<file path="src/hw/port_pad_defines.svh">
// register offsets, field positions and reset values of the pad-configuration port
`ifndef PORT_PAD_DEFINES_SVH
`define PORT_PAD_DEFINES_SVH
`define PIN_COUNT            8
`define ADDR_PORT_DATA       16'hf228
`define ADDR_PORT_DIR        16'hf229
`define ADDR_PAD_CONFIG      16'hf22a
// byte addresses: each register is one word, four times its index above
`define WORD_DATA            18'h3c8a0
`define WORD_DIR             18'h3c8a4
`define WORD_CONFIG          18'h3c8a8
`define RESET_PAD_CONFIG     16'h0000
`define RESET_PORT_DIR       8'h00
`define RESET_PORT_DATA      8'h00
`define CFG_LOW_LSB          0
`define CFG_HIGH_LSB         8
`define AXI_RESP_OKAY        2'h0
`define AXI_RESP_SLVERR      2'h2
`endif

</file>
<file path="src/hw/port_pad_pkg.sv">
// types shared by the pad-configuration port
package port_pad_pkg;
   typedef enum logic [1:0]
   {
      CODE_HIZ  = 2'h0,
      CODE_PCH  = 2'h1,
      CODE_NCH  = 2'h2,
      CODE_CMOS = 2'h3
   } pad_code_t;
   typedef enum logic [1:0]
   {
      BUS_IDLE = 2'h0,
      BUS_RESP = 2'h1
   } bus_state_t;
endpackage

</file>
<file path="src/hw/port_pad_config_decoder.sv">
// eight-pin port with pad configuration, direction and data registers on AXI4-Lite
//
// The AXI4-Lite register port was chosen for this implementation.
`timescale 1ns/1ps
`include "port_pad_defines.svh"
module port_pad_config_decoder
   import port_pad_pkg::*;
(
   // clock, reset, enable
   input  wire logic        mclk,
   input  wire logic        rst_n,
   input  wire logic        clkEn,
   // axi4-lite write address and data
   input  wire logic [17:0] awaddr,
   input  wire logic        awvalid,
   output logic             awready,
   input  wire logic [31:0] wdata,
   input  wire logic [3:0]  wstrb,
   input  wire logic        wvalid,
   output logic             wready,
   // axi4-lite write response
   output logic [1:0]       bresp,
   output logic             bvalid,
   input  wire logic        bready,
   // axi4-lite read
   input  wire logic [17:0] araddr,
   input  wire logic        arvalid,
   output logic             arready,
   output logic [31:0]      rdata,
   output logic [1:0]       rresp,
   output logic             rvalid,
   input  wire logic        rready,
   // pads
   input  wire logic [7:0]  padIn,
   output logic      [7:0]  padOut,
   output logic      [7:0]  padOe,
   output logic      [7:0]  pullUpEn,
   output logic      [7:0]  pullDownEn
);
   import port_pad_pkg::*;

   logic [15:0] portPadConfig_r, portPadConfig_nxt;
   logic [7:0]  portDirection_r, portDirection_nxt;
   logic [7:0]  portOutputValue_r, portOutputValue_nxt;
   logic        awHeld_r, awHeld_nxt;
   logic        wHeld_r, wHeld_nxt;
   logic [17:0] awAddr_r, awAddr_nxt;
   logic [31:0] wData_r, wData_nxt;
   logic [3:0]  wStrb_r, wStrb_nxt;
   bus_state_t  wrState_r, wrState_nxt;
   logic [1:0]  bresp_r, bresp_nxt;
   bus_state_t  rdState_r, rdState_nxt;
   logic [31:0] rdata_r, rdata_nxt;
   logic [1:0]  rresp_r, rresp_nxt;
   logic        doWrite;
   logic [7:0]  pinLevel;

   assign awready = clkEn && (wrState_r == BUS_IDLE) && !awHeld_r;
   assign wready  = clkEn && (wrState_r == BUS_IDLE) && !wHeld_r;
   assign arready = clkEn && (rdState_r == BUS_IDLE);
   assign bvalid  = (wrState_r == BUS_RESP);
   assign rvalid  = (rdState_r == BUS_RESP);
   assign bresp   = bresp_r;
   assign rdata   = rdata_r;
   assign rresp   = rresp_r;
   assign doWrite = awHeld_r && wHeld_r && (wrState_r == BUS_IDLE);

   // write channel: address and data taken in either order, then applied
   always_comb
   begin
      awHeld_nxt          = awHeld_r;
      wHeld_nxt           = wHeld_r;
      awAddr_nxt          = awAddr_r;
      wData_nxt           = wData_r;
      wStrb_nxt           = wStrb_r;
      wrState_nxt         = wrState_r;
      bresp_nxt           = bresp_r;
      portPadConfig_nxt   = portPadConfig_r;
      portDirection_nxt   = portDirection_r;
      portOutputValue_nxt = portOutputValue_r;
      if (awvalid && awready)
      begin
         awHeld_nxt = 1'b1;
         awAddr_nxt = awaddr;
      end
      if (wvalid && wready)
      begin
         wHeld_nxt = 1'b1;
         wData_nxt = wdata;
         wStrb_nxt = wstrb;
      end
      if (doWrite)
      begin
         awHeld_nxt  = 1'b0;
         wHeld_nxt   = 1'b0;
         wrState_nxt = BUS_RESP;
         bresp_nxt   = `AXI_RESP_OKAY;
         if (awAddr_r[17:2] == `ADDR_PAD_CONFIG)
         begin
            // each lane updates its own half only
            if (wStrb_r[0])
               portPadConfig_nxt[15:8] = wData_r[15:8];
            if (wStrb_r[0])
               portPadConfig_nxt[7:0] = wData_r[7:0];
            if (wStrb_r[1])
               portPadConfig_nxt[15:8] = wData_r[15:8];
            if (!wStrb_r[0])
               portPadConfig_nxt[15:8] = wStrb_r[1] ? wData_r[15:8] : portPadConfig_r[15:8];
            if (wStrb_r[0] && !wStrb_r[1])
               portPadConfig_nxt[15:8] = portPadConfig_r[15:8];
         end
         else if (awAddr_r[17:2] == `ADDR_PORT_DIR)
         begin
            if (wStrb_r[0])
               portDirection_nxt = wData_r[7:0];
         end
         else if (awAddr_r[17:2] == `ADDR_PORT_DATA)
         begin
            if (wStrb_r[0])
               portOutputValue_nxt = wData_r[7:0];
         end
         else
            bresp_nxt = `AXI_RESP_SLVERR;
      end
      else if ((wrState_r == BUS_RESP) && bready)
         wrState_nxt = BUS_IDLE;
   end

   // pins read back their own level in input mode, the latch in output mode
   assign pinLevel = (portDirection_r & padIn) | (~portDirection_r & portOutputValue_r);

   // read channel: one cycle to answer
   always_comb
   begin
      rdState_nxt = rdState_r;
      rdata_nxt   = rdata_r;
      rresp_nxt   = rresp_r;
      if (arvalid && arready)
      begin
         rdState_nxt = BUS_RESP;
         rresp_nxt   = `AXI_RESP_OKAY;
         if (araddr[17:2] == `ADDR_PAD_CONFIG)
            rdata_nxt = {16'h0000, portPadConfig_r};
         else if (araddr[17:2] == `ADDR_PORT_DIR)
            rdata_nxt = {24'h000000, portDirection_r};
         else if (araddr[17:2] == `ADDR_PORT_DATA)
            rdata_nxt = {24'h000000, pinLevel};
         else
         begin
            rdata_nxt = 32'h00000000;
            rresp_nxt = `AXI_RESP_SLVERR;
         end
      end
      else if ((rdState_r == BUS_RESP) && rready)
         rdState_nxt = BUS_IDLE;
   end

   // registers; clock enable low freezes everything but reset
   always_ff @(posedge mclk)
   begin
      if (!rst_n)
      begin
         portPadConfig_r   <= `RESET_PAD_CONFIG;
         portDirection_r   <= `RESET_PORT_DIR;
         portOutputValue_r <= `RESET_PORT_DATA;
         awHeld_r          <= 1'b0;
         wHeld_r           <= 1'b0;
         awAddr_r          <= 18'h00000;
         wData_r           <= 32'h00000000;
         wStrb_r           <= 4'h0;
         wrState_r         <= BUS_IDLE;
         bresp_r           <= 2'h0;
         rdState_r         <= BUS_IDLE;
         rdata_r           <= 32'h00000000;
         rresp_r           <= 2'h0;
      end
      else if (clkEn)
      begin
         portPadConfig_r   <= portPadConfig_nxt;
         portDirection_r   <= portDirection_nxt;
         portOutputValue_r <= portOutputValue_nxt;
         awHeld_r          <= awHeld_nxt;
         wHeld_r           <= wHeld_nxt;
         awAddr_r          <= awAddr_nxt;
         wData_r           <= wData_nxt;
         wStrb_r           <= wStrb_nxt;
         wrState_r         <= wrState_nxt;
         bresp_r           <= bresp_nxt;
         rdState_r         <= rdState_nxt;
         rdata_r           <= rdata_nxt;
         rresp_r           <= rresp_nxt;
      end
   end

   // one decoder per pin; code bits at matching positions of each byte
   genvar gi;
   generate
      for (gi = 0; gi < `PIN_COUNT; gi++)
      begin : g_pin
         pad_cell_decode u_cell
         (
            .padCode0        (portPadConfig_r[`CFG_LOW_LSB + gi]),
            .padCode1        (portPadConfig_r[`CFG_HIGH_LSB + gi]),
            .pinDirectionBit (portDirection_r[gi]),
            .portOutputValue (portOutputValue_r[gi]),
            .padOut          (padOut[gi]),
            .padOe           (padOe[gi]),
            .pullUpEn        (pullUpEn[gi]),
            .pullDownEn      (pullDownEn[gi])
         );
      end
   endgenerate

   // byte-lane writes touch only their half
   a_cfg_low_only: assert property (@(posedge mclk) disable iff (!rst_n)
      (clkEn && doWrite && awAddr_r[17:2] == `ADDR_PAD_CONFIG && wStrb_r[1:0] == 2'b01)
      |=> (portPadConfig_r[15:8] == $past(portPadConfig_r[15:8])))
      else $error("high half changed on low byte write");
   a_cfg_both: assert property (@(posedge mclk) disable iff (!rst_n)
      (clkEn && doWrite && awAddr_r[17:2] == `ADDR_PAD_CONFIG && wStrb_r[1:0] == 2'b11)
      |=> (portPadConfig_r == $past(wData_r[15:0])))
      else $error("16-bit write not applied");
   a_reset_zero: assert property (@(posedge mclk)
      $rose(rst_n) |-> (portPadConfig_r == 16'h0000 && portDirection_r == 8'h00))
      else $error("registers not zero after reset");
   a_hiz_code: assert property (@(posedge mclk) disable iff (!rst_n)
      (!portDirection_r[0] && portPadConfig_r[8] == 1'b0 && portPadConfig_r[0] == 1'b0)
      |-> !padOe[0])
      else $error("code 00 drives pin");
   a_pch_drive: assert property (@(posedge mclk) disable iff (!rst_n)
      (!portDirection_r[1] && {portPadConfig_r[9], portPadConfig_r[1]} == 2'h1)
      |-> (padOe[1] == portOutputValue_r[1] && padOut[1]))
      else $error("p-channel drive wrong");
   a_nch_drive: assert property (@(posedge mclk) disable iff (!rst_n)
      (!portDirection_r[2] && {portPadConfig_r[10], portPadConfig_r[2]} == 2'h2)
      |-> (padOe[2] == !portOutputValue_r[2] && !padOut[2]))
      else $error("n-channel drive wrong");
   a_cmos_drive: assert property (@(posedge mclk) disable iff (!rst_n)
      (!portDirection_r[3] && {portPadConfig_r[11], portPadConfig_r[3]} == 2'h3)
      |-> (padOe[3] && padOut[3] == portOutputValue_r[3] && !pullUpEn[3]))
      else $error("cmos drive wrong");
   a_input_pulls: assert property (@(posedge mclk) disable iff (!rst_n)
      portDirection_r[4] |-> (!padOe[4]
      && pullDownEn[4] == ({portPadConfig_r[12], portPadConfig_r[4]} == 2'h1)
      && pullUpEn[4] == ({portPadConfig_r[12], portPadConfig_r[4]} == 2'h2)))
      else $error("input termination wrong");
   a_dir_write: assert property (@(posedge mclk) disable iff (!rst_n)
      (clkEn && doWrite && awAddr_r[17:2] == `ADDR_PORT_DIR && wStrb_r[0])
      |=> (portDirection_r == $past(wData_r[7:0])))
      else $error("direction write lost");
endmodule

</file>
<file path="src/hw/pad_cell_decode.sv">
// per-pin decode of configuration code and direction into driver and pull controls
`timescale 1ns/1ps
module pad_cell_decode
   import port_pad_pkg::*;
(
   // configuration of one pin
   input  wire logic      padCode0,
   input  wire logic      padCode1,
   input  wire logic      pinDirectionBit,
   input  wire logic      portOutputValue,
   // pad controls
   output logic           padOut,
   output logic           padOe,
   output logic           pullUpEn,
   output logic           pullDownEn
);
   pad_code_t code;
   assign code = pad_code_t'({padCode1, padCode0});

   // output mode drives per code, input mode only picks terminations
   always_comb
   begin
      padOut     = 1'b0;
      padOe      = 1'b0;
      pullUpEn   = 1'b0;
      pullDownEn = 1'b0;
      if (!pinDirectionBit)
      begin
         case (code)
            CODE_HIZ:  padOe = 1'b0;
            CODE_PCH:
            begin
               padOut = 1'b1;
               padOe  = portOutputValue;
            end
            CODE_NCH:
            begin
               padOut = 1'b0;
               padOe  = !portOutputValue;
            end
            default:
            begin
               padOut = portOutputValue;
               padOe  = 1'b1;
            end
         endcase
      end
      else
      begin
         // codes 00 and 11 leave the input floating
         pullDownEn = (code == CODE_PCH);
         pullUpEn   = (code == CODE_NCH);
      end
   end
endmodule

</file>
<file path="config.mk">
export PLATFORM = sky130hd
export DESIGN_NAME = port_pad_config_decoder
export DESIGN_NICKNAME = d
export VERILOG_FILES = /design/src/hw/port_pad_pkg.sv /design/src/hw/port_pad_config_decoder.sv /design/src/hw/pad_cell_decode.sv
export VERILOG_INCLUDE_DIRS = /design/src /design/src/hw
export SDC_FILE = /design/constraint.sdc
export NUM_CORES = 1
export LEC_CHECK = 0
export ABC_AREA = 1
export BUFFER_PORTS_ARGS = -buffer_cell sky130_fd_sc_hd__buf_2
export CAP_MARGIN = 20
export CORE_AREA = 2 2 98 100
export DETAILED_ROUTE_END_ITERATION = 8
export DIE_AREA = 0 0 100 102
export PLACE_DENSITY = 0.82
export SYNTH_ARGS = -nofsm -noshare
export SYNTH_HDL_FRONTEND = slang
export SYNTH_SLANG_ARGS = --single-unit
</file>
<file path="constraint.sdc">
create_clock -name mclk -period 1.57 [get_ports mclk]
set_input_delay 0.314 -clock mclk [delete_from_list [all_inputs] [get_ports mclk]]
set_output_delay 0.314 -clock mclk [all_outputs]
set_load 0.05 [all_outputs]
</file>
== After elaboration in Yosys (flattened, before gate mapping) ==
Index checks and enable logic that the tools add are counted.
Word-level totals
  bits in registers: 110
  latch bits: 0
  memory bits (writable): 0
  ROM bits: 0
  input port bits: 88
  output and inout port bits: 73
  word-level logic and storage cells: 170
  memories: 0
Cells by class
  add/subtract/negate cells: 0
  multipliers: 0
  divide/modulo/power cells: 0
  order comparisons: 0
  equal/unequal tests: 24
  shift-type cells: 0
  mux-type cells: 67
  bitwise operators: 7
  reduce and logical (&&, ||, !) cells: 58
Operators with widths (count)
  16-bit equality test, second input constant: 6
  1-bit 2-to-1 mux: 36
  8-bit 2-to-1 mux: 4
  1-bit case mux with 3 select lines: 8
  2-bit by 1-bit equality test with 1-bit output, second input constant: 10
  2-bit logical NOT: 10
  2-bit 2-to-1 mux: 10
  8-bit AND: 2
  2-bit equality test, second input constant: 8
  16-bit 2-to-1 mux: 1
  1-bit case mux with 2 select lines: 8
  2-bit AND reduction: 8
  2-bit OR reduction: 8
  1-bit logical AND: 12
  1-bit logical NOT: 11
  5-bit AND reduction: 2
  2-bit nonzero test: 5
  8-bit NOT: 1
  8-bit bitwise OR: 1
  6-bit AND reduction: 1
  4-bit AND reduction: 1
  1-bit NOT: 3

== Depth between registers and ports, before layout ==
Gate-level depths: netlist of the first run.
  word-level depth: 6
  depth in mapped cells: 10
  gate-level depth less buffers: 9

== By module ==
Synthesis of the first run repeated with hierarchy kept, for this count alone.
Unflattened totals
  cells, all modules: 671
  area total of the unflattened synthesis: 4362.9 um^2
By module, submodules not included
  port_pad_config_decoder: times used 1, cells each 567, area an instance 3952.5 um^2, sequential area each 1761.7 um^2
  pad_cell_decode: times used 8, cells each 13, area an instance 51.3 um^2, sequential area each 0.0 um^2

== Least setup slack after synthesis of the first run ==
OpenSTA, ideal clock, no wires.
  kind: reg2reg
  start: reg wrState_r[0]
  end: reg wStrb_r[0]
  setup time: 0.125 ns
  data arrival time: 2.039 ns
  required time: 1.445 ns
  path slack: -0.594 ns
  cell stages (with the launch flop): 8
  buffers on the path: 1
  period minus slack after synthesis: 2.164 ns
  path through: dfxtp_1 -> nor2_4 -> inv_1 -> nor2_1 -> nand2_1 -> clkbuf_1 -> o21ai_0 -> a21oi_1
On the way
  word-level cells in the longest chain between the ends: 5
Ends and longest elaborated chain
  start, declared: line port_pad_config_decoder.sv:50  | bus_state_t wrState_r, wrState_nxt;
  start signal, assigned: line port_pad_config_decoder.sv:187  | wrState_r <= wrState_nxt;
  2-bit logical NOT: line port_pad_config_decoder.sv:59  | assign wready = clkEn && (wrState_r == BUS_IDLE) && !wHeld_r;
  1-bit logical AND (2 in a row): line port_pad_config_decoder.sv:59
  net wready: line port_pad_config_decoder.sv:20  | output logic wready,
  1-bit logical AND: line port_pad_config_decoder.sv:86  | if (wvalid && wready)
  2-bit AND reduction (no source line)
  end signal, assigned: line port_pad_config_decoder.sv:186  | wStrb_r <= wStrb_nxt;
  end, declared: line port_pad_config_decoder.sv:49  | logic [3:0] wStrb_r, wStrb_nxt;
The timed path passes the listed nets, and every way through them passes these cells.
A chain may end at the register's enable or synchronous reset.

== Worst setup path after layout of the first run ==
  start: reg portPadConfig_r[13]
  end: out padOut[5]
On the way
  word-level cells in the longest chain between the ends: 4
  elaborated cells between the ends (all ways): 6
  those cells by class: 2 x eq/ne; 2 x mux; 2 x reduce/logical
Ends and longest elaborated chain
  start, declared: line port_pad_config_decoder.sv:42  | logic [15:0] portPadConfig_r, portPadConfig_nxt;
  start signal, assigned: line port_pad_config_decoder.sv:163  | portPadConfig_r <= `RESET_PAD_CONFIG;
  start signal, assigned: line port_pad_config_decoder.sv:179  | portPadConfig_r <= portPadConfig_nxt;
  2-bit equality test / 2-bit logical NOT (equally long branches): line pad_cell_decode.sv:29  | case (code)
  2-bit OR reduction (no source line)
  1-bit case mux with 2 select lines (*): line pad_cell_decode.sv:29
  1-bit 2-to-1 mux (*): line pad_cell_decode.sv:27  | if (!pinDirectionBit)
  end, declared: line port_pad_config_decoder.sv:35  | output logic [7:0] padOut,
Every way passes the cells marked *; elsewhere a longest branch is shown, timed or not.

==> results of run 1 <==
==> power groups by stage <==
| stage | registers (uW) | logic (uW) | clock network, uW |
|---|---|---|---|
| global placement | 2440 | 627 | 0 |
| global route | 2400 | 741 | 1590 |
| CTS | 2390 | 648 | 1510 |
| finish | 2380 | 672 | 1490 |
| detailed placement | 2450 | 637 | 0 |
| floorplan | 2540 | 395 | 0 |
==> routing by layer <==
layer  up-vias  wire (um)
met5         -          0
met4         0        301
met3        22        996
met2       179       5940
met1      1960       4850
li1       2249          -
==> layout by cell type, fill, tap and decap left out, types with 8 or more instances in the layout <==
| master | instances |
|---|---|
| nor3_1 | 13 |
| nor2_1 | 132 |
| dfxtp_4 | 11 |
| nor2_2 | 15 |
| clkbuf_8 | 10 |
| inv_2 | 13 |
| buf_2 | 86 |
| dfxtp_1 | 57 |
| nand2_1 | 117 |
| dfxtp_2 | 20 |
| nor3_4 | 8 |
| inv_1 | 41 |
| nand3_1 | 10 |
| nand4_1 | 9 |
| conb_1 | 18 |
| o21ai_0 | 52 |
| buf_6 | 21 |
| nor2_4 | 14 |
| a21oi_1 | 36 |
| nor3_2 | 12 |
| buf_4 | 35 |
==> cells by family after synthesis <==
kind of cell | count (synthesis)
flops | 88
buf+inv | 135
simple gates | 346
compound gates | 95
other cells | 1
==> flip-flops by register name, summed over array words and instances, names as in the netlist, 2 cells and up <==
| signal | cells |
|---|---|
| awAddr_r | 16 |
| portDirection_r | 8 |
| wStrb_r | 2 |
| wData_r | 16 |
| rdata | 16 |
| portOutputValue_r | 8 |
| portPadConfig_r | 16 |
==> timing repair <==
action / in CTS / in global routing
buffers inserted: 5 / 6
gates resized for setup: 113 / 88
gates cloned: 0 / 2
endpoints found under the setup margin: 42 / 81
pin swaps: 16 / 28
==> stage by stage <==
| step | util, % | total power (uW) | instance area, um^2 |
|---|---|---|---|
| global placement | 54.2 | 3070 | 4930 |
| floorplan | - | 2930 | 4540 |
| global route | 64.0 | 4730 | 5830 |
| detailed placement | 54.2 | 3080 | 4930 |
| CTS | 60.0 | 4540 | 5470 |
| finish | 64.0 | 4550 | 5830 |
==> worst max-delay path, stage by stage (launching register included) <==
cell and delay [ps]:
dfxtp_2 350, inv_2 60, nor2_2 40, buf_4 130, nor3_4 150, buf_6 190
==> final timing paths <==
kind	to	slack, ps	from	depth (start not counted)
max	padOut[5]	-50	portPadConfig_r[13]	5
min	awAddr_r[9]	190	awaddr[9]	3
max reg2reg	portDirection_r[1]	100	awAddr_r[17]	9
min reg2reg	portPadConfig_r[15]	480	wData_r[15]	2
==> final cells by class <==
| class | instances | area (um^2) | share of cell area [%] |
|---|---|---|---|
| Clock inverter | 6 | 50.0 | 0.858 |
| Timing Repair Buffer | 147 | 1020 | 17.5 |
| Sequential cell | 88 | 1830 | 31.3 |
| Inverter | 64 | 268 | 4.59 |
| Multi-Input combinational cell | 461 | 2390 | 41.0 |
| Tap cell | 111 | 139 | 2.38 |
| Clock buffer | 10 | 138 | 2.36 |
==> results.ini, run 1 <==
[synth]
synthCells = 665
synth_edf_count = 0
synth_compound_area_share_pct = 10.7
yosysTopAreaCellShare_pct = 39.6
syn_avg_cell_area_um2 = 6.69
synth_top_cells_by_area = dfxtp_1 (40%), nor2_1 (13%), nand2_1 (10%)
synth-async-reset-ratio_pct = 0
synth_top_family_by_area = simple AND/OR/NAND/NOR gates
synth-seq-cells = 88
yosysMostFrequentCell = nor2_1
synthesis.area_mm2 = 0.00445
synth_common_cells = nor2_1 (156), nand2_1 (123), dfxtp_1 (88)
synth_xor_area_share_pct = 0
ys_seq_area_share_pct = 39.6
yosys.area_share.adder_pct = 0
synthFlopType = dfxtp_1
synth-simple-area-share_pct = 33.4
synthMuxAreaShare_pct = 0
synth_largest_area_cell = dfxtp_1
yosys_warnings = 0
yosysUniqueCellTypes = 23

[power]
clkPwrFrac_pct = 32.8
power.internal_uw = 3140
switching_power_uw = 1400
power_frac_comb_pct = 14.8
swShare_pct = 30.8
p_seq_share_pct = 52.5
power_density_mw_per_mm2 = 779
p_leak_uw = 0.00273
peakVddDrop_uv = 498

[worst_setup_path]
crit_path_end_kind = primary output
arrival_ps = 1300
critPathKind = flip-flop to primary output
start_kind = flip-flop
worst-path-max-fanout = 3
cp.required_ps = 1260

[finish]
fillCellCount = 801
fin_cells = 887
drive_gt1_share_pct = 37.4
insertedDiodeCount = 0
nNetsFinal = 859
area_growth_pct = 31.0

[grt]
busiest_layer = met2
grtUsageMet1_pct = 26.7
grt_max_degree = 40
overflow = 0
antenna_found_initial = 0
use_met3_pct = 4.92
grt_use_total_pct = 22.0
grt_pass1_vias = 3813
grt_pass1_wl_um = 17800
grtUsageMet2_pct = 38.7

[job]
maxCapViolCount = 0

[timing]
timing.fmax_mhz = 618
whs_ps = 192
finalCritPeriodShare_pct = 103
period_needed_ps = 1620
layout_setup_ws_ps = -47.5
setup_viol = 8
fin_tns_setup_ps = -155
fin_skew_ps = 13.8
maxSlewViolCount = 0
hold_viol = 0
rsz0062_at_grt = yes

[floorplan]
die_height_um = 102
die_x_um = 100
core_mm2 = 0.00911
num_rows = 35
ioPinCount = 161
die-area_mm2 = 0.0102
start_util_pct = 48.9

[placement]
gp_congestion = 0.876
port_buffers = 120
place_ws_ps = -52.5
numPlacedInstances = 858
dp_hpwl_um = 7960

[clocking]
cts_root_buffer = clkbuf_8
clock-sinks = 88
postCtsHoldBufs = 0
cts_tree = done
clk_pin_slew_ps = 100
clk_path_buf_depth = 2
clkLatencyLatePin_ps = 360
cts_buffers = 9
ctsHtreeMaxLevel = 3

[hold_path]
hold_class = input pin to flip-flop

[status]
status = complete, but fails checks
violations = setup timing

[route]
totalWireLength_um = 12100
drc_errors = 0
wl_per_cell_um = 13.6
vias = 4410
vias_per_cell = 4.97
drtPass1Iterations = 5
postRouteAntennaNets = 0
drtIter0Drc = 240

Note: power is estimated with default switching activity, not from simulation.
==> run 2: changes to the inputs <==
--- a/config.mk
+++ b/config.mk
@@ -9,10 +9,13 @@
 export ABC_AREA = 1
 export BUFFER_PORTS_ARGS = -buffer_cell sky130_fd_sc_hd__buf_2
 export CAP_MARGIN = 20
-export CORE_AREA = 2 2 98 100
+export CELL_PAD_IN_SITES_DETAIL_PLACEMENT = 1
+export CELL_PAD_IN_SITES_GLOBAL_PLACEMENT = 2
+export CORE_AREA = 2 2 134 136
 export DETAILED_ROUTE_END_ITERATION = 8
-export DIE_AREA = 0 0 100 102
-export PLACE_DENSITY = 0.82
+export DIE_AREA = 0 0 136 138
+export PLACE_DENSITY_LB_ADDON = 0.1
+export SETUP_SLACK_MARGIN = 0.02
 export SYNTH_ARGS = -nofsm -noshare
 export SYNTH_HDL_FRONTEND = slang
 export SYNTH_SLANG_ARGS = --single-unit
==> run 2 against run 1 <==
  * The flow now finishes without violations
  * Critical path type unchanged
  * Largest power group unchanged
  * Largest cell class unchanged
  * Critical path depth stayed put
  * First-iteration DRC count is 50% lower
  * Non-clock buffer count is 19 higher
  * Cell count is 16% higher
  * Count of clock-buffer cells in the layout stayed put
  * Sequential share of layout area is 2.6 points lower
  * Flip-flop and latch count stayed put
  * Design area is 9.2% higher
  * Sequential power hardly changed
  * Clock power is 59% higher
==> results.ini, run 2 (synthesis gave the netlist of run 1 again) <==
[floorplan]
num_rows = 49  ; +40%
start_util_pct = 25.4  ; -23 points
ioPinCount = 161  ; unchanged
die-area_mm2 = 0.0188  ; +84%
die_height_um = 138  ; +35%
die_x_um = 136  ; +36%
core_mm2 = 0.0175  ; +92%

[worst_setup_path]
arrival_ps = 1260  ; -40 ps
crit_chain = inv_4 -> nor2_4 -> a21oi_2 -> nor2_2 -> buf_6
cp.required_ps = 1260  ; about the same
rrSetupSlack_ps = 60  ; -40 ps
worst-path-max-fanout = 2  ; -1
critPathMaxStageDelay_ps = 350  ; about the same
start_kind = flip-flop
crit_path_end_kind = primary output
slowest_stage = dfxtp_2
critPathKind = flip-flop to primary output

[finish]
final_area_mm2 = 0.00637  ; +9.2%
final_common_cell = nor2_1
drive_gt1_share_pct = 40.5  ; +3.1 points
mostFrequentLayoutCells = nor2_1 (130), nand2_1 (113), buf_2 (86), dfxtp_1 (54), o21ai_0 (52)
nNetsFinal = 878  ; +2.2%
fin_util_pct = 36.3  ; -28 points
area_growth_pct = 43.1

[grt]
grt_pass1_wl_um = 23500  ; +32%
grt_use_total_pct = 16.1  ; -5.9 points
overflow = 0  ; unchanged
antenna_found_initial = 1  ; +1
grt_pass1_vias = 4468  ; +17%
grt_max_degree = 51  ; +28%

[placement]
dp_hpwl_um = 11000  ; +38%
gp_congestion = 0.733  ; -16%
place_area_mm2 = 0.00521  ; +5.6%
port_buffers = 120  ; unchanged

[clocking]
clock-sinks = 88  ; unchanged
cts_buffers = 9  ; unchanged
clkLatencyLatePin_ps = 340  ; -20 ps
cts_root_buffer = clkbuf_16
clk_pin_slew_ps = 70  ; -30 ps
ctsHtreeMaxLevel = 3  ; unchanged
clk_path_buf_depth = 2  ; unchanged
postCtsHoldBufs = 0  ; unchanged
cts_tree = done

[timing]
hold_viol = 0  ; unchanged
timing.fmax_mhz = 637  ; +3.0%
fin_tns_setup_ps = 0  ; +155 ps
relSlewSlack_pct = 65.9
worst_pin_slew_ps = 509
rsz0062_at_grt = yes
period_needed_ps = 1570  ; -47.7 ps
finalCritPeriodShare_pct = 100  ; -3.0 points
setup_viol = 0  ; -8
fin_skew_ps = 6.22  ; -7.62 ps
whs_ps = 216  ; +24.5 ps
maxSlewViolCount = 0  ; unchanged

[power]
p_leak_uw = 0.00293  ; +7.0%
peakVddDrop_uv = 521  ; +4.6%
power_density_mw_per_mm2 = 858  ; +10%

[route]
drtIter0Drc = 121  ; -50%
totalWireLength_um = 15200  ; +26%
wl_per_cell_um = 14.8  ; +8.7%
vias_per_cell = 4.37  ; -12%
drtPass1Iterations = 4  ; -1
vias = 4483  ; +1.7%
postRouteAntennaNets = 0  ; unchanged
drc_errors = 0  ; unchanged

[hold_path]
hold_class = input pin to flip-flop

[status]
status = complete, no violations

[job]
maxCapViolCount = 0  ; unchanged

run 2: changes by cell type in the layout (fill, tap and decap cells not counted), sizes merged:
cell,change
buf,+19
bufinv,+2
clkinvlp,-2
diode,+1
run 2: cell type report:
cell class / count / area [um^2]
Fill cell: 2195 / 11200
Multi-Input combinational cell: 461 / 2430
Sequential cell: 88 / 1830
Timing Repair Buffer: 166 / 1230
Tap cell: 229 / 287
Inverter: 64 / 262
Clock buffer: 10 / 239
Clock inverter: 6 / 82.6
Antenna cell: 1 / 2.50
run 2: path summary, 6_finish.rpt:
kind,cells past startpoint,endpoint,start
setup / recovery,5,padOe[1],portPadConfig_r[9]
hold / removal,3,awAddr_r[8],awaddr[8]
setup reg to reg,8,portPadConfig_r[6],wrState_r[0]
hold reg to reg,2,awAddr_r[5],awAddr_r[5]
run 2: worst max-delay path: cells and delay by family (launching register included):
kind | cells | cell delay [ps]
compound gates | 1 | 50
simple gates | 2 | 280
buf+inv | 2 | 230
flops | 1 | 350
run 2: per-stage QoR:
| step | cells | total power (uW) | setup WS (ps) |
|---|---|---|---|
| 6_report | 1025 | 5460 | 0.138 |
| 4_1_cts | 1014 | 5520 | -53.5 |
| 5_1_grt | 1024 | 5740 | -75.6 |
| 2_1_floorplan | 682 | 2930 | 19.1 |
| 3_5_place_dp | 988 | 3130 | 23.3 |
| 3_3_place_gp | 988 | 3120 | 34.5 |
run 2: timing repair:
item | 4_1_cts | 5_1_grt
pin swaps | 13 | 31
gates resized for setup | 124 | 106
hold endpoints to repair | 0 | 0
gates cloned | 1 | 1
setup buffers | 9 | 10
endpoints found under the setup margin | 36 | 64
run 2: report_power, final:
| group | leakage, uW | internal, uW | switching [uW] | total [uW] |
|---|---|---|---|---|
| registers | 0.000738 | 2310 | 72.9 | 2390 |
| clock network | 0.000158 | 1430 | 935 | 2370 |
| logic | 0.00203 | 215 | 496 | 711 |
| total | 0.00293 | 3960 | 1500 | 5460 |
run 2: routing by layer:
| layer | vias up | part of all wire (%) | wire length [um] | GRT usage, % |
|---|---|---|---|---|
| met4 | 0 | 0.86 | 130 | 3.45 |
| met3 | 11 | 4.7 | 721 | 3.59 |
| li1 | 2288 | - | - | - |
| met2 | 102 | 48 | 7270 | 26.7 |
| met5 | - | 0 | 0 | 0 |
| met1 | 2082 | 46 | 7060 | 21.4 |
==> run 3: changes to the inputs <==
--- a/config.mk
+++ b/config.mk
@@ -7,13 +7,13 @@
 export NUM_CORES = 1
 export LEC_CHECK = 0
 export ABC_AREA = 1
-export BUFFER_PORTS_ARGS = -buffer_cell sky130_fd_sc_hd__buf_2
 export CAP_MARGIN = 20
 export CELL_PAD_IN_SITES_DETAIL_PLACEMENT = 1
 export CELL_PAD_IN_SITES_GLOBAL_PLACEMENT = 2
-export CORE_AREA = 2 2 134 136
+export CORE_AREA = 2 2 120 122
 export DETAILED_ROUTE_END_ITERATION = 8
-export DIE_AREA = 0 0 136 138
+export DIE_AREA = 0 0 122 124
+export DONT_BUFFER_PORTS = 1
 export PLACE_DENSITY_LB_ADDON = 0.1
 export SETUP_SLACK_MARGIN = 0.02
 export SYNTH_ARGS = -nofsm -noshare
==> run 3 against run 2 <==
  * The flow now finishes with violations (setup timing)
  * Cell count shrank 13%
  * Sequential share of layout area is 2.7 points higher
  * Setup slack lost 32 ps
  * Die area fell by 19%
  * Design area shrank 9.0%
  * Critical path type unchanged
  * Largest cell class unchanged
  * Largest power group unchanged
==> results.ini, run 3 (synthesis gave the netlist of run 1 again) <==
[floorplan]
core_mm2 = 0.0137  ; -22%
die-area_mm2 = 0.0151  ; -19%
ioPinCount = 161  ; unchanged
start_util_pct = 32.4  ; +7.1 points
die_x_um = 122  ; -10%
num_rows = 43  ; -12%
die_height_um = 124  ; -10%

[finish]
area_growth_pct = 30.3
fillCellCount = 1689  ; -23%
fin_cells = 888  ; -13%
mostFrequentLayoutCells = nor2_1 (133), nand2_1 (114), dfxtp_1 (54), o21ai_0 (52)
final_common_cell = nor2_1
drive_gt1_share_pct = 32.5  ; -8.0 points
nNetsFinal = 788  ; -10%

[timing]
layout_setup_ws_ps = -32.3  ; -32.4 ps
rsz0062_at_grt = yes
relSlewSlack_pct = 63.3  ; -2.7 points
setup_viol = 3  ; +3
worst_pin_slew_ps = 550  ; +41.3 ps
period_needed_ps = 1600  ; +32.4 ps
fin_skew_ps = 6.52  ; +0.297 ps
finalCritPeriodShare_pct = 102  ; +2.1 points
maxSlewViolCount = 0  ; unchanged
hold_viol = 0  ; unchanged
timing.fmax_mhz = 624  ; -2.0%

[placement]
port_buffers = 0  ; -100%
gp_congestion = 0.788  ; +7.5%
dp_hpwl_um = 9890  ; -10%
numPlacedInstances = 854  ; -14%

[grt]
grt_pass1_wl_um = 21800  ; -7.2%
antenna_found_initial = 3  ; +2
overflow = 0  ; unchanged
grt_max_degree = 79  ; +55%
grt_use_total_pct = 18.9  ; +2.8 points
grt_pass1_vias = 4114  ; -7.9%

[clocking]
cts_root_buffer = clkbuf_16
ctsHtreeMaxLevel = 3  ; unchanged
clk_path_buf_depth = 2  ; unchanged
cts_buffers = 9  ; unchanged
clk_pin_slew_ps = 60  ; about the same
cts_tree = done
postCtsHoldBufs = 0  ; unchanged
clkLatencyLatePin_ps = 350  ; about the same
clock-sinks = 88  ; unchanged

[route]
postRouteAntennaNets = 0  ; unchanged
vias_per_cell = 4.65  ; +6.2%
drtIter0Drc = 154  ; +27%
vias = 4126  ; -8.0%
wl_per_cell_um = 16.1  ; +8.7%
totalWireLength_um = 14300  ; -5.8%
drc_errors = 0  ; unchanged
drtPass1Iterations = 4  ; unchanged

[status]
violations = setup timing
status = complete, but fails checks

[worst_setup_path]
cp.required_ps = 1260  ; about the same
worst-path-max-fanout = 5  ; +3
crit_path_end_kind = primary output
critPathMaxStageDelay_ps = 370  ; +20 ps
slowest_stage = dfxtp_4
crit_chain = clkinvlp_4 -> nor3_4 -> buf_6
critPathKind = flip-flop to primary output
arrival_ps = 1290  ; +30 ps
start_kind = flip-flop

[hold_path]
hold_class = input pin to flip-flop

[power]
power_density_mw_per_mm2 = 877  ; +2.2%
power.total_uw = 5080  ; -7.0%
p_leak_uw = 0.00253  ; -14%
peakVddDrop_uv = 537  ; +3.1%

[job]
maxCapViolCount = 0  ; unchanged

## run 3: cell types whose count changed in the layout (fill, tap and decap cells not counted), moves of 3 or more
cell and delta:
buf_2 -86, inv_2 -3, nand2_2 -3, nand3_4 -3, nor2_1 +3, nor3_1 -3, nor3_4 +5
## run 3: report_power, final
part           switching (uW)  total (uW)  internal [uW]  leakage (uW)
Combinational             345         484            139       0.00165
Clock                     917        2140           1220      0.000145
Sequential                146        2460           2320      0.000738
Total                    1410        5080           3680       0.00253
## run 3: per-stage QoR
stage	setup slack, ps	area (um^2)	utilization (%)	hold WS (ps)	setup TNS, ps
after floorplan	19.1	4550	-	430	0
after global placement	24.7	4890	35.7	442	0
after detailed placement	-21.3	4890	35.7	445	-75.8
after CTS	-20.8	5500	40.1	80.3	-26.5
after global routing	-85.1	5790	42.2	93.7	-334
final	-32.3	5800	42.3	99.0	-57.4
## run 3: per-layer routing
metal	routed length (um)	global-route usage (%)
met4	199	5.89
met1	6640	25.2
met3	815	4.21
met2	6640	30.4
met5	0	0
## run 3: layout make-up
cell class | count | area (um^2) | share of cell area, %
Sequential cell | 88 | 1830 | 31.5
Clock inverter | 7 | 62.6 | 1.08
Inverter | 64 | 263 | 4.53
Tap cell | 180 | 225 | 3.88
Clock buffer | 9 | 225 | 3.88
Multi-Input combinational cell | 460 | 2450 | 42.2
Antenna cell | 3 | 7.51 | 0.129
Timing Repair Buffer | 77 | 742 | 12.8
## run 3: timing repair
action	CTS	global route
pin swaps	26	26
endpoints found under the hold margin	0	0
gates cloned	1	0
buffers inserted	6	8
gates resized for setup	89	78
endpoints found under the setup margin	63	85
## run 3: worst paths after layout
path	slack (ps)	depth (start not counted)	to	from
worst max-delay path	-30	3	pullUpEn[0]	portDirection_r[0]
worst min-delay path	100	2	wHeld_r	rst_n
worst max register to register	70	7	portPadConfig_r[1]	wrState_r[0]
worst min register to register	480	2	awAddr_r[7]	awAddr_r[7]
## run 3: critical path: cells and delay by family, from the launching register on
family                 cells  cell delay [ps]
buffers and inverters      2              360
DFF                        1              370
and+or+nand+nor            1              210
